File: src/core/burner_seq_defines.svh
`ifndef BURNER_SEQ_DEFINES_SVH
`define BURNER_SEQ_DEFINES_SVH

`define TICK_HZ           32'd40_000_000
`define STAB_SHORT_S      8'd2
`define STAB_LONG_S       8'd10
`define FLAME_HOLD_MAX_S  8'd40
`define PREIGN_HOLD_MAX_S 8'd30
`define LOCKIL_HOLD_MAX_S 8'd120
`define TIMER_ZERO        8'h00
`define TIMER_ONE         8'h01

`define FAULT_NONE        8'h00
`define FAULT_NOISE       8'h01
`define FAULT_DROPOUT     8'h02
`define FAULT_FREQ        8'h03
`define FAULT_LOWV        8'h04
`define FAULT_FLAME_HOLD  8'h10
`define FAULT_PREIGN_HOLD 8'h11
`define FAULT_LOCKIL_HOLD 8'h12
`define FAULT_FALSE_FLAME 8'h20
`define FAULT_PREIGN_FAIL 8'h21
`define FAULT_LOCKIL_FAIL 8'h22
`define FAULT_INTERNAL    8'h30

`endif

File: src/core/burner_seq_pkg.sv
`default_nettype none

package burner_seq_pkg;

  typedef enum logic [3:0] {
    SEQ_STANDBY,
    SEQ_PREPURGE,
    SEQ_PREIGNITION,
    SEQ_SAFETY1,
    SEQ_PILOT_IGNITION,
    SEQ_PILOT_STABILIZATION,
    SEQ_MAIN_IGNITION,
    SEQ_RUN,
    SEQ_POSTPURGE
  } seq_code_t;

  typedef enum logic [3:0] {
    HOLD_NONE,
    HOLD_STAB_TIMING,
    HOLD_NOISE,
    HOLD_DROPOUT,
    HOLD_FREQ,
    HOLD_LOWV,
    HOLD_FLAME,
    HOLD_PREIGN,
    HOLD_LOCKIL,
    HOLD_LOCKOUT
  } hold_reason_t;

  typedef struct packed {
    logic noise;
    logic dropout;
    logic freq_high;
    logic low_volt;
  } supply_t;

  typedef struct packed {
    logic burner_switch_closed;
    logic setpoint_satisfied;
    logic recycle_limit_closed;
    logic preignition_interlock_input;
    logic lockout_interlock_input;
    logic flame_present;
  } burner_in_t;

  typedef struct packed {
    seq_code_t    seq;
    hold_reason_t reason;
    logic [7:0]   fault_code;
    logic         initiate;
    logic         lockout;
  } status_t;

endpackage

`default_nettype wire

File: src/core/hold_timer.sv
`timescale 1ns/100ps
`default_nettype none
`include "burner_seq_defines.svh"

// Counts whole seconds while a hold runs and clears when it ends.
module hold_timer
  import burner_seq_pkg::*;
(
  // Clock and reset
  input  wire logic       i_clk,
  input  wire logic       i_reset,
  // Control
  input  wire logic       i_run,
  input  wire logic       i_tick,
  input  wire logic [7:0] i_limit,
  // Result
  output logic      [7:0] o_count,
  output logic            o_expired
);

  logic [7:0] count;
  logic [7:0] next_count;
  logic       at_limit;

  assign at_limit   = (count >= i_limit);
  assign next_count = !i_run ? `TIMER_ZERO :
                      (i_tick && !at_limit) ? count + `TIMER_ONE : count;

  always_ff @(posedge i_clk)
  begin
    if (i_reset)
      count <= `TIMER_ZERO;
    else
      count <= next_count;
  end

  assign o_count   = count;
  assign o_expired = i_run && at_limit;

  chk_timer_clears: assert property (@(posedge i_clk) disable iff (i_reset)
    !i_run |=> count == `TIMER_ZERO)
    else $error("hold timer did not clear");

  chk_timer_steps: assert property (@(posedge i_clk) disable iff (i_reset)
    i_run && $past(i_run) && i_tick && !at_limit |=> count == $past(count) + `TIMER_ONE)
    else $error("hold timer did not count tick");

endmodule
`default_nettype wire

File: src/core/burner_sequencer.sv
`timescale 1ns/100ps
`default_nettype none
`include "burner_seq_defines.svh"

// Operation
// Stabilize two or ten seconds, then idle.
// Line noise holds stabilization, noise reason.
// Dropout holds until full stable period.
// High frequency holds until frequency proper.
// Low voltage holds until voltage sufficient.
// Switch open or setpoint satisfied gives idle.
// Demand waits in idle for recycle limit.
// Flame in idle holds; lockout after 40s.
// Pre-ignition interlock open; lockout after 30s.
// Lockout interlock closed holds idle.
// Lockout interlock hold over 120s locks out.
// Report state as one of nine codes.
// Output fault code with hold reason.
// Report internal and external faults.
// Hold timers count seconds, restart, clear.
// Lockout persists until external reset request.
module burner_sequencer
  import burner_seq_pkg::*;
(
  // Clock and reset
  input  wire logic       i_clk,
  input  wire logic       i_reset,
  // Timing and model
  input  wire logic       i_second_tick,
  input  wire logic       i_long_stab_model,
  // Supply monitor and burner inputs
  input  wire supply_t    i_supply,
  input  wire burner_in_t i_burner,
  input  wire logic       i_internal_fault,
  input  wire logic       i_lockout_reset_req,
  // Status to display
  output status_t         o_status,
  output logic            o_advance_to_purge
);

  typedef enum logic [1:0] {ST_INITIATE, ST_STANDBY, ST_LOCKOUT} phase_t;

  phase_t       phase;
  phase_t       next_phase;
  hold_reason_t reason;
  hold_reason_t next_reason;
  logic [7:0]   fault_code;
  logic [7:0]   next_fault_code;
  logic [7:0]   stab_len;
  logic         long_model;

  // Model strap sampled by the clock while reset is held.
  always_ff @(posedge i_clk)
  begin
    if (i_reset)
      long_model <= i_long_stab_model;
  end

  assign stab_len = long_model ? `STAB_LONG_S : `STAB_SHORT_S;

  wire supply_bad = i_supply.noise || i_supply.dropout ||
                    i_supply.freq_high || i_supply.low_volt;
  wire in_init    = (phase == ST_INITIATE);
  wire in_standby = (phase == ST_STANDBY);
  wire demand     = i_burner.burner_switch_closed && !i_burner.setpoint_satisfied;
  wire hold_flame  = in_standby && demand && i_burner.flame_present;
  wire hold_preign = in_standby && demand && !i_burner.flame_present &&
                     !i_burner.preignition_interlock_input;
  wire hold_lockil = in_standby && demand && !i_burner.flame_present &&
                     i_burner.preignition_interlock_input &&
                     i_burner.lockout_interlock_input;

  // The stabilization timer restarts on any disturbance, so a dropout needs
  // a whole clean period before idle is reached.
  wire        stab_run = in_init && !supply_bad;
  wire [7:0]  stab_count;
  wire        stab_done;
  wire        flame_exp;
  wire        preign_exp;
  wire        lockil_exp;

  hold_timer u_stab (
    .i_clk     (i_clk),
    .i_reset   (i_reset),
    .i_run     (stab_run),
    .i_tick    (i_second_tick),
    .i_limit   (stab_len),
    .o_count   (stab_count),
    .o_expired (stab_done)
  );

  hold_timer u_flame (
    .i_clk     (i_clk),
    .i_reset   (i_reset),
    .i_run     (hold_flame),
    .i_tick    (i_second_tick),
    .i_limit   (`FLAME_HOLD_MAX_S),
    .o_count   (),
    .o_expired (flame_exp)
  );

  hold_timer u_preign (
    .i_clk     (i_clk),
    .i_reset   (i_reset),
    .i_run     (hold_preign),
    .i_tick    (i_second_tick),
    .i_limit   (`PREIGN_HOLD_MAX_S),
    .o_count   (),
    .o_expired (preign_exp)
  );

  hold_timer u_lockil (
    .i_clk     (i_clk),
    .i_reset   (i_reset),
    .i_run     (hold_lockil),
    .i_tick    (i_second_tick),
    .i_limit   (`LOCKIL_HOLD_MAX_S),
    .o_count   (),
    .o_expired (lockil_exp)
  );

  // Expiry at the limit plus one further tick means the hold lasted longer.
  wire flame_trip  = flame_exp && i_second_tick;
  wire preign_trip = preign_exp && i_second_tick;
  wire lockil_trip = lockil_exp && i_second_tick;

  // Supply reason priority: noise, dropout, frequency, low voltage.
  wire hold_reason_t supply_reason =
    i_supply.noise     ? HOLD_NOISE   :
    i_supply.dropout   ? HOLD_DROPOUT :
    i_supply.freq_high ? HOLD_FREQ    :
    i_supply.low_volt  ? HOLD_LOWV    :
                         HOLD_STAB_TIMING;

  wire [7:0] supply_code =
    i_supply.noise     ? `FAULT_NOISE   :
    i_supply.dropout   ? `FAULT_DROPOUT :
    i_supply.freq_high ? `FAULT_FREQ    :
    i_supply.low_volt  ? `FAULT_LOWV    : `FAULT_NONE;

  wire hold_reason_t standby_reason =
    hold_flame  ? HOLD_FLAME  :
    hold_preign ? HOLD_PREIGN :
    hold_lockil ? HOLD_LOCKIL : HOLD_NONE;

  wire [7:0] standby_code =
    hold_flame  ? `FAULT_FLAME_HOLD  :
    hold_preign ? `FAULT_PREIGN_HOLD :
    hold_lockil ? `FAULT_LOCKIL_HOLD : `FAULT_NONE;

  wire [7:0] trip_code =
    i_internal_fault ? `FAULT_INTERNAL    :
    flame_trip       ? `FAULT_FALSE_FLAME :
    preign_trip      ? `FAULT_PREIGN_FAIL : `FAULT_LOCKIL_FAIL;

  wire trip = i_internal_fault || flame_trip || preign_trip || lockil_trip;

  always_comb
  begin
    next_phase      = phase;
    next_reason     = reason;
    next_fault_code = fault_code;
    case (phase)
      ST_INITIATE:
      begin
        next_reason     = supply_reason;
        next_fault_code = supply_code;
        if (i_internal_fault)
        begin
          next_phase      = ST_LOCKOUT;
          next_reason     = HOLD_LOCKOUT;
          next_fault_code = `FAULT_INTERNAL;
        end
        else if (stab_done && !supply_bad)
        begin
          next_phase      = ST_STANDBY;
          next_reason     = HOLD_NONE;
          next_fault_code = `FAULT_NONE;
        end
      end
      ST_STANDBY:
      begin
        next_reason     = standby_reason;
        next_fault_code = standby_code;
        if (trip)
        begin
          next_phase      = ST_LOCKOUT;
          next_reason     = HOLD_LOCKOUT;
          next_fault_code = trip_code;
        end
        else if (supply_bad)
        begin
          next_phase      = ST_INITIATE;
          next_reason     = supply_reason;
          next_fault_code = supply_code;
        end
      end
      ST_LOCKOUT:
      begin
        if (i_lockout_reset_req)
        begin
          next_phase      = ST_INITIATE;
          next_reason     = HOLD_STAB_TIMING;
          next_fault_code = `FAULT_NONE;
        end
      end
      default:
      begin
        next_phase = ST_LOCKOUT;
      end
    endcase
  end

  always_ff @(posedge i_clk)
  begin
    if (i_reset)
    begin
      phase      <= ST_INITIATE;
      reason     <= HOLD_STAB_TIMING;
      fault_code <= `FAULT_NONE;
    end
    else
    begin
      phase      <= next_phase;
      reason     <= next_reason;
      fault_code <= next_fault_code;
    end
  end

  // Only idle is reachable here; the later codes come from downstream stages.
  assign o_status.seq        = SEQ_STANDBY;
  assign o_status.reason     = reason;
  assign o_status.fault_code = fault_code;
  assign o_status.initiate   = in_init;
  assign o_status.lockout    = (phase == ST_LOCKOUT);

  // Advance only with demand, recycle limit closed and no hold.
  assign o_advance_to_purge = in_standby && demand && !trip && !supply_bad &&
                              i_burner.recycle_limit_closed &&
                              !hold_flame && !hold_preign && !hold_lockil;

  chk_noise_blocks: assert property (@(posedge i_clk) disable iff (i_reset)
    in_init && i_supply.noise |=> phase != ST_STANDBY)
    else $error("advanced to idle during line noise");

  chk_noise_reason: assert property (@(posedge i_clk) disable iff (i_reset)
    in_init && i_supply.noise && !i_internal_fault |=> reason == HOLD_NOISE)
    else $error("noise reason missing");

  chk_dropout_reason: assert property (@(posedge i_clk) disable iff (i_reset)
    in_init && !i_supply.noise && i_supply.dropout && !i_internal_fault
    |=> reason == HOLD_DROPOUT)
    else $error("dropout reason missing");

  chk_freq_reason: assert property (@(posedge i_clk) disable iff (i_reset)
    in_init && i_supply.freq_high && !i_supply.noise && !i_supply.dropout &&
    !i_internal_fault |=> reason == HOLD_FREQ)
    else $error("frequency reason missing");

  chk_lowv_reason: assert property (@(posedge i_clk) disable iff (i_reset)
    in_init && i_supply.low_volt && !i_supply.noise && !i_supply.dropout &&
    !i_supply.freq_high && !i_internal_fault |=> reason == HOLD_LOWV)
    else $error("low voltage reason missing");

  chk_stab_length: assert property (@(posedge i_clk) disable iff (i_reset)
    $rose(in_standby) |-> $past(stab_count) == stab_len)
    else $error("stabilization period wrong");

  chk_no_demand_idle: assert property (@(posedge i_clk) disable iff (i_reset)
    !demand |-> !o_advance_to_purge)
    else $error("advanced without demand");

  chk_recycle_wait: assert property (@(posedge i_clk) disable iff (i_reset)
    !i_burner.recycle_limit_closed |-> !o_advance_to_purge)
    else $error("advanced with recycle limit open");

  chk_flame_lock: assert property (@(posedge i_clk) disable iff (i_reset)
    flame_trip && in_standby && !i_internal_fault
    |=> phase == ST_LOCKOUT && fault_code == `FAULT_FALSE_FLAME)
    else $error("flame hold did not lock out");

  chk_preign_lock: assert property (@(posedge i_clk) disable iff (i_reset)
    preign_trip && in_standby && !i_internal_fault
    |=> phase == ST_LOCKOUT && fault_code == `FAULT_PREIGN_FAIL)
    else $error("pre-ignition hold did not lock out");

  chk_lockil_hold: assert property (@(posedge i_clk) disable iff (i_reset)
    hold_lockil |-> !o_advance_to_purge)
    else $error("advanced with lockout interlock closed");

  chk_lockil_lock: assert property (@(posedge i_clk) disable iff (i_reset)
    lockil_trip && in_standby && !i_internal_fault && !flame_trip && !preign_trip
    |=> phase == ST_LOCKOUT && fault_code == `FAULT_LOCKIL_FAIL)
    else $error("lockout interlock hold did not lock out");

  chk_internal_fault: assert property (@(posedge i_clk) disable iff (i_reset)
    i_internal_fault && phase != ST_LOCKOUT |=> fault_code == `FAULT_INTERNAL)
    else $error("internal fault not reported");

  chk_lockout_stays: assert property (@(posedge i_clk) disable iff (i_reset)
    phase == ST_LOCKOUT && !i_lockout_reset_req |=> phase == ST_LOCKOUT &&
    $stable(fault_code))
    else $error("lockout left without reset request");

  cov_to_standby: cover property (@(posedge i_clk) disable iff (i_reset) $rose(in_standby));
  cov_advance:    cover property (@(posedge i_clk) disable iff (i_reset) o_advance_to_purge);
  cov_lockout:    cover property (@(posedge i_clk) disable iff (i_reset)
    phase == ST_LOCKOUT ##1 i_lockout_reset_req);

endmodule
`default_nettype wire

File: config.mk
export PLATFORM = sky130hd
export DESIGN_NAME = burner_sequencer
export DESIGN_NICKNAME = d
export VERILOG_FILES = /design/src/core/burner_seq_pkg.sv /design/src/core/hold_timer.sv /design/src/core/burner_sequencer.sv
export VERILOG_INCLUDE_DIRS = /design/src /design/src/core
export SDC_FILE = /design/constraint.sdc
export NUM_CORES = 1
export LEC_CHECK = 0
export ABC_AREA = 1
export BUFFER_PORTS_ARGS = -buffer_cell sky130_fd_sc_hd__buf_2
export CAP_MARGIN = 20
export CORE_MARGIN = 1.5
export CORE_UTILIZATION = 40
export DETAILED_ROUTE_END_ITERATION = 10
export GPL_ROUTABILITY_DRIVEN = 0
export HOLD_SLACK_MARGIN = 0.08
export MAX_ROUTING_LAYER = met4
export PLACE_DENSITY_LB_ADDON = 0.05
export SLEW_MARGIN = 20
export SYNTH_ARGS = -nofsm -noshare
export SYNTH_HDL_FRONTEND = slang
export SYNTH_SLANG_ARGS = --single-unit
File: constraint.sdc
create_clock -name i_clk -period 5.2 [get_ports i_clk]
set_input_delay 0.78 -clock i_clk [delete_from_list [all_inputs] [get_ports i_clk]]
set_output_delay 0.78 -clock i_clk [all_outputs]
set_load 0.01 [all_outputs]
# Yosys cells after proc, flatten, opt, wreduce, memory -nomap -nowiden
# Cells that the tools add are included.
# word_totals
romBits,0
elab_cells,113
output_inout_bits,19
ram_bits,0
memories,0
inputBits,16
latch_bits,0
ff_bits,47
# op_classes
n_lt_le_gt_ge,4
reduce_logical,52
div,0
bitwise,4
n_addsub,4
shifts,0
n_eq_ne,5
muxes,36
multipliers,0
# ops
op,count
$add 8x1->8 const B,4
$mux 4,8
$mux 3,10
$logic_and 1x1->1,26
$mux 5,5
$pmux 8 s3,1
$mux 2,7
$logic_not 1->1,12
$mux 6,2
$pmux 4 s3,1
$ge 8x4->1,1
$ge 8x5->1 const B,1
$ge 8x6->1 const B,1
$ge 8x7->1 const B,1
$mux 8,1
$reduce_or 2->1,4
$logic_or 1x1->1,6
$ne 3x2->1 const B,2
$pmux 2 s3,1
$not 1->1,4
$reduce_and 3->1,1
$reduce_bool 3->1,1
$eq 2x1->1 const B,1
$eq 2x2->1 const B,1
other kinds (3),3

# Longest topological paths before layout
# logic_depth
ltp_word,16
mapped_depth,13
depth_no_buf,13

# Cells and area by module
# Synthesis repeated with hierarchy kept, for this count alone.
# unflattened
hier_cells,623
hier_area_um2,4042.6
# by_module_without_submodules
mod,cells_per_inst,area_per_inst_um2,instances
hold_timer at u_lockil ...,118,772.0,3
burner_sequencer,151,987.2,1
hold_timer at u_flame,118,739.5,1

# Worst setup path after synthesis
# Ideal clock, no wire load.
# synth_timing
path_type,in2out
startpoint,input port i_supply[1] (netlist name)
endpoint,output port o_advance_to_purge
arrival_time_ns,1.736
path_buffers,0
slack_ns,2.684
cell_stages,6
required_time_ns,4.420
cell_sequence,or2_1 -> nor2_4 -> inv_2 -> nor2_1 -> nand2_4 -> nor3_1
# synth_via
elab_chain_len,8
# synth_rtl
element,line_no,rtl
"start, declared",burner_sequencer.sv:32,"input wire supply_t i_supply,"
$logic_or 1x1->1,burner_sequencer.sv:61,wire supply_bad = i_supply.noise || i_supply.dropout ||
$logic_or 1x1->1,burner_sequencer.sv:62,i_supply.freq_high || i_supply.low_volt;
$logic_not 1->1,burner_sequencer.sv:238,assign o_advance_to_purge = in_standby && demand && !trip && !supply_bad &&
$logic_and 1x1->1 (2 in series),burner_sequencer.sv:238,
$logic_and 1x1->1,burner_sequencer.sv:239,i_burner.recycle_limit_closed &&
$logic_and 1x1->1 (2 in series),burner_sequencer.sv:240,!hold_flame && !hold_preign && !hold_lockil;
"end, declared",burner_sequencer.sv:38,output logic o_advance_to_purge
# No other way between the ends.

# Worst setup path in the final report
# layout_timing
startpoint,register phase[1]
endpoint,output port o_advance_to_purge
# layout_via
elab_chain_len,15
# layout_rtl
element,line_no,rtl
"start, declared",burner_sequencer.sv:43,phase_t phase;
"start signal, assigned",burner_sequencer.sv:224,phase <= next_phase;
$eq 2x1->1 *,burner_sequencer.sv:64,wire in_standby = (phase == ST_STANDBY);
$logic_and 1x1->1 *,--,
$logic_and 1x1->1 (on tied branches),"burner_sequencer.sv:66, burner_sequencer.sv:67, burner_sequencer.sv:69",
$logic_and 1x1->1 (on tied branches),"hold_timer.sv:38, burner_sequencer.sv:67, burner_sequencer.sv:69",
$logic_and 1x1->1 (on tied branches),"burner_sequencer.sv:123, hold_timer.sv:38, burner_sequencer.sv:70",
$logic_or 1x1->1 (tied with other cells),burner_sequencer.sv:156,wire trip = i_internal_fault || flame_trip || preign_trip || lockil_trip;
$logic_or 1x1->1 / $logic_and 1x1->1 (equally long branches),"burner_sequencer.sv:156, burner_sequencer.sv:125",
$logic_or 1x1->1,burner_sequencer.sv:156,
$logic_not 1->1,burner_sequencer.sv:238,
$logic_and 1x1->1 (3 in series),burner_sequencer.sv:238,
$logic_and 1x1->1,burner_sequencer.sv:239,
$logic_and 1x1->1,burner_sequencer.sv:240,
$logic_and 1x1->1 *,burner_sequencer.sv:240,
# Every way passes the cells marked *; elsewhere a longest branch is shown, timed or not.

==> results.sh <==
export IMPL_netlist_area_um2=2400
export IMPL_crit_fanout=7
export IMPL_critPathLaunchType="register"
export IMPL_drtIter0Drc=66
export IMPL_finalInstanceArea_um2=2690
export IMPL_post_cts_setup_buffers=0
export IMPL_min_period_ps=2930
export IMPL_clkTransAtPathRegs_ps=80
export IMPL_start_util_pct=41.0
export IMPL_viasPerCell=4.67
export IMPL_ff2ff_setup_slack_ps=2840
export IMPL_finalCritPeriodShare_pct=56.3
export IMPL_dpl_cell_area_um2=2580
export IMPL_hp_start="u_preign.o_count[5]$_SDFFE_PP0P_"
export IMPL_row_count=28
export IMPL_num_antenna_cells=0
export IMPL_dp_hpwl_mm=3.76
export IMPL_critPathKind="register to output pin"
export IMPL_ir_worst_vdd_uv=154
export IMPL_drv_cap=0
export IMPL_syn_to_final_growth_pct=12.2
export IMPL_io_pin_count=35
export IMPL_clock_path_buffers=2
export IMPL_clock_skew_ps=6.16
export IMPL_status="finished clean"
export IMPL_yosys_warnings=0
export IMPL_leakage_nw=1.19
export IMPL_wl_mm=4.85
export IMPL_fillerInstances=621
export IMPL_finalSetupTns_ps=0
export IMPL_cts_resized=0
export IMPL_insertion_delay_ps=290
export IMPL_grt_pass1_vias=1892
export IMPL_via_count=2040
export IMPL_antenna_left=0
export IMPL_powerDensity_nw_per_um2=313
export IMPL_setup_violations_final=0
export IMPL_worst_pin_slew_ps=760
export IMPL_drt_pass1_iterations=4
export IMPL_nets=391
export IMPL_cts_hold_buf=0
export IMPL_synthCells=331
export IMPL_tritoncts_num_buffers=5
export IMPL_core_um2=5850
export IMPL_dieArea_um2=6470
export IMPL_worst_setup_path_end_kind="output pin"
export IMPL_wl_per_cell_um=11.1
export IMPL_drv_slew=0
export IMPL_relSlewSlack_pct=49.3
export IMPL_die_height_um=80.4
export IMPL_worstPathArrival_ps=2150
export IMPL_clkSinkCount=44
export IMPL_grt_pass1_wl_mm=8.59
export IMPL_required_ps=4420
export IMPL_cp_slowest_cell="dfxtp_1"
export IMPL_drive_gt1_share_pct=14.6
export IMPL_cts_tree="built"
export IMPL_hold_viol_final=0
export IMPL_cts_root_buf="clkbuf_8"
export IMPL_cp_num_buf_inv=3
export IMPL_io_buffers=27
export IMPL_timing_rr_start="phase[0]$_SDFFE_PP0P_"
export IMPL_ys_seq_elements=44
export IMPL_syn_avg_cell_area_um2=7.25
export IMPL_seq_area_frac_synth_pct=37.1
export IMPL_worst_hold_path_type="register to register"
export IMPL_grt_max_degree=14
export IMPL_cpLargestDelayFamily="simple AND/OR/NAND/NOR gates"
export IMPL_path_cells="inv_1 -> ha_1 -> nand4_1 -> nor2_1 -> a21oi_1 -> nand3_2 -> inv_2 -> nand2_4 -> nor3_1 -> buf_2"
export IMPL_drc=0
export IMPL_ys_types=36
export IMPL_track_usage_pct=17.7
export IMPL_fmax_mhz=342
export IMPL_overflow=0
export IMPL_cpPeakStageDelay_ps=380
export IMPL_rsz0062_at_grt="false"
export IMPL_critical_path_startpoint="phase[1]$_SDFFE_PP0P_"
export IMPL_antenna_found_initial=0
export IMPL_die_x_um=80.4
export IMPL_cts_max_level=2
[worst register-to-register path, cell delays in order (launching register included)]
cell	delay (ps)
dfxtp_1	450
inv_1	100
ha_1	250
a21oi_1	630
inv_1	320
nor4_1	330
nand2_1	90
a21oi_1	110
[per-layer routing]
| layer | GRT usage, % | wire length, um | vias up |
|---|---|---|---|
| met1 | 21.5 | 2350 | 905 |
| li1 | - | - | 1097 |
| met5 | - | 0 | - |
| met3 | 4.09 | 182 | 4 |
| met2 | 28.8 | 2270 | 34 |
| met4 | 6.21 | 38 | 0 |
[stage by stage]
step           std cells  util [%]  power, mW  hold WS, ps  setup WS (ps)
6_report             437      46.0      0.843          429           2270
4_1_cts              437      46.0      0.861          431           2220
3_5_place_dp         429      44.1      0.597          419           2380
2_1_floorplan        337         -      0.540          408           2680
3_3_place_gp         429      44.1      0.600          418           2390
5_1_grt              437      46.0      0.909          443           1980
[final timing paths]
check | depth (start not counted) | to
max | 10 | o_advance_to_purge
min reg2reg | 2 | u_preign.o_count[5]$_SDFFE_PP0P_
min | 2 | u_preign.o_count[5]$_SDFFE_PP0P_
max reg2reg | 7 | fault_code[2]$_SDFFE_PP0P_
[sequential cells by signal, indices dropped and copies added (netlist names)]
name / count
u_flame.o_count: 8
long_model: 1
reason: 4
phase: 2
u_stab.o_count: 8
u_preign.o_count: 8
u_lockil.o_count: 8
fault_code: 5
[layout by cell type (no fill, tap or decap), types with 2 or more instances in the layout]
cell type / synthesis / layout
a211oi_1: 2 / 2
a21oi_1: 28 / 28
a31oi_1: 4 / 4
buf_2: 0 / 27
clkbuf_8: 0 / 5
conb_1: 1 / 7
dfxtp_1: 43 / 43
ha_1: 14 / 14
inv_1: 48 / 48
inv_2: 3 / 3
nand2_1: 61 / 61
nand2_2: 2 / 2
nand3_1: 9 / 9
nand3_2: 2 / 2
nand4_1: 6 / 6
nor2_1: 47 / 47
nor2_4: 4 / 4
nor3_1: 7 / 7
o21a_1: 2 / 2
o21ai_0: 15 / 15
o31ai_1: 3 / 3
or2_0: 2 / 2
or2_2: 3 / 3
xor2_1: 3 / 3
[final cells by class]
cell class | count | area [um^2] | share of cell area [%]
Clock buffer | 6 | 72.6 | 2.70
Tap cell | 75 | 93.8 | 3.49
Multi-Input combinational cell | 231 | 1250 | 46.6
Timing Repair Buffer | 27 | 135 | 5.02
Clock inverter | 2 | 35.0 | 1.30
Inverter | 52 | 209 | 7.77
Sequential cell | 44 | 891 | 33.1
[kinds of logic after synthesis]
family          Yosys count  synth area share, %
simple gates            150                 29.1
xor+xnor                  4                 1.46
flops                    44                 37.1
other cells               1                0.156
fa+ha+maj                14                 7.30
buf+inv                  62                 11.5
compound gates           56                 13.3
[synthesized netlist by cell type]
cell      instances  area (um^2)
inv_1            48          180
buf_4             8         60.1
nor4_1            1         6.26
nand4_1           6         37.5
nor3b_1           1         7.51
a21boi_4          1         18.8
nand3_2           2         20.0
nand2_1          61          229
nand2_4           1         11.3
a21oi_1          28          140
or2_1             1         6.26
nand3_1           9         45.0
nor2_2            1         6.26
xor2_1            3         26.3
conb_1            1         3.75
nor2_1           47          176
o21a_1            2         15.0
nand4_4           1         21.3
o21bai_1          1         7.51
o21ai_0          15         75.1
xnor2_1           1         8.76
nor3_1            7         35.0
nand2_2           2         12.5
nor2_4            4         45.0
clkbuf_1          2         7.51
edfxtp_1          1         30.0
inv_2             3         11.3
bufinv_8          1         17.5
a31oi_1           4         25.0
dfxtp_1          43          861
or2_2             3         18.8
o31ai_1           3         22.5
or2_0             2         12.5
ha_1             14          175
a211oi_1          2         15.0
nand3b_1          1         7.51
[power by group]
group,switching (mW),leakage (nW),internal (mW)
clock,0.112,0.0552,0.143
combinational,0.134,0.778,0.0781
sequential,0.0142,0.358,0.362
total,0.261,1.19,0.582
Power figures use the tool's default switching activity.
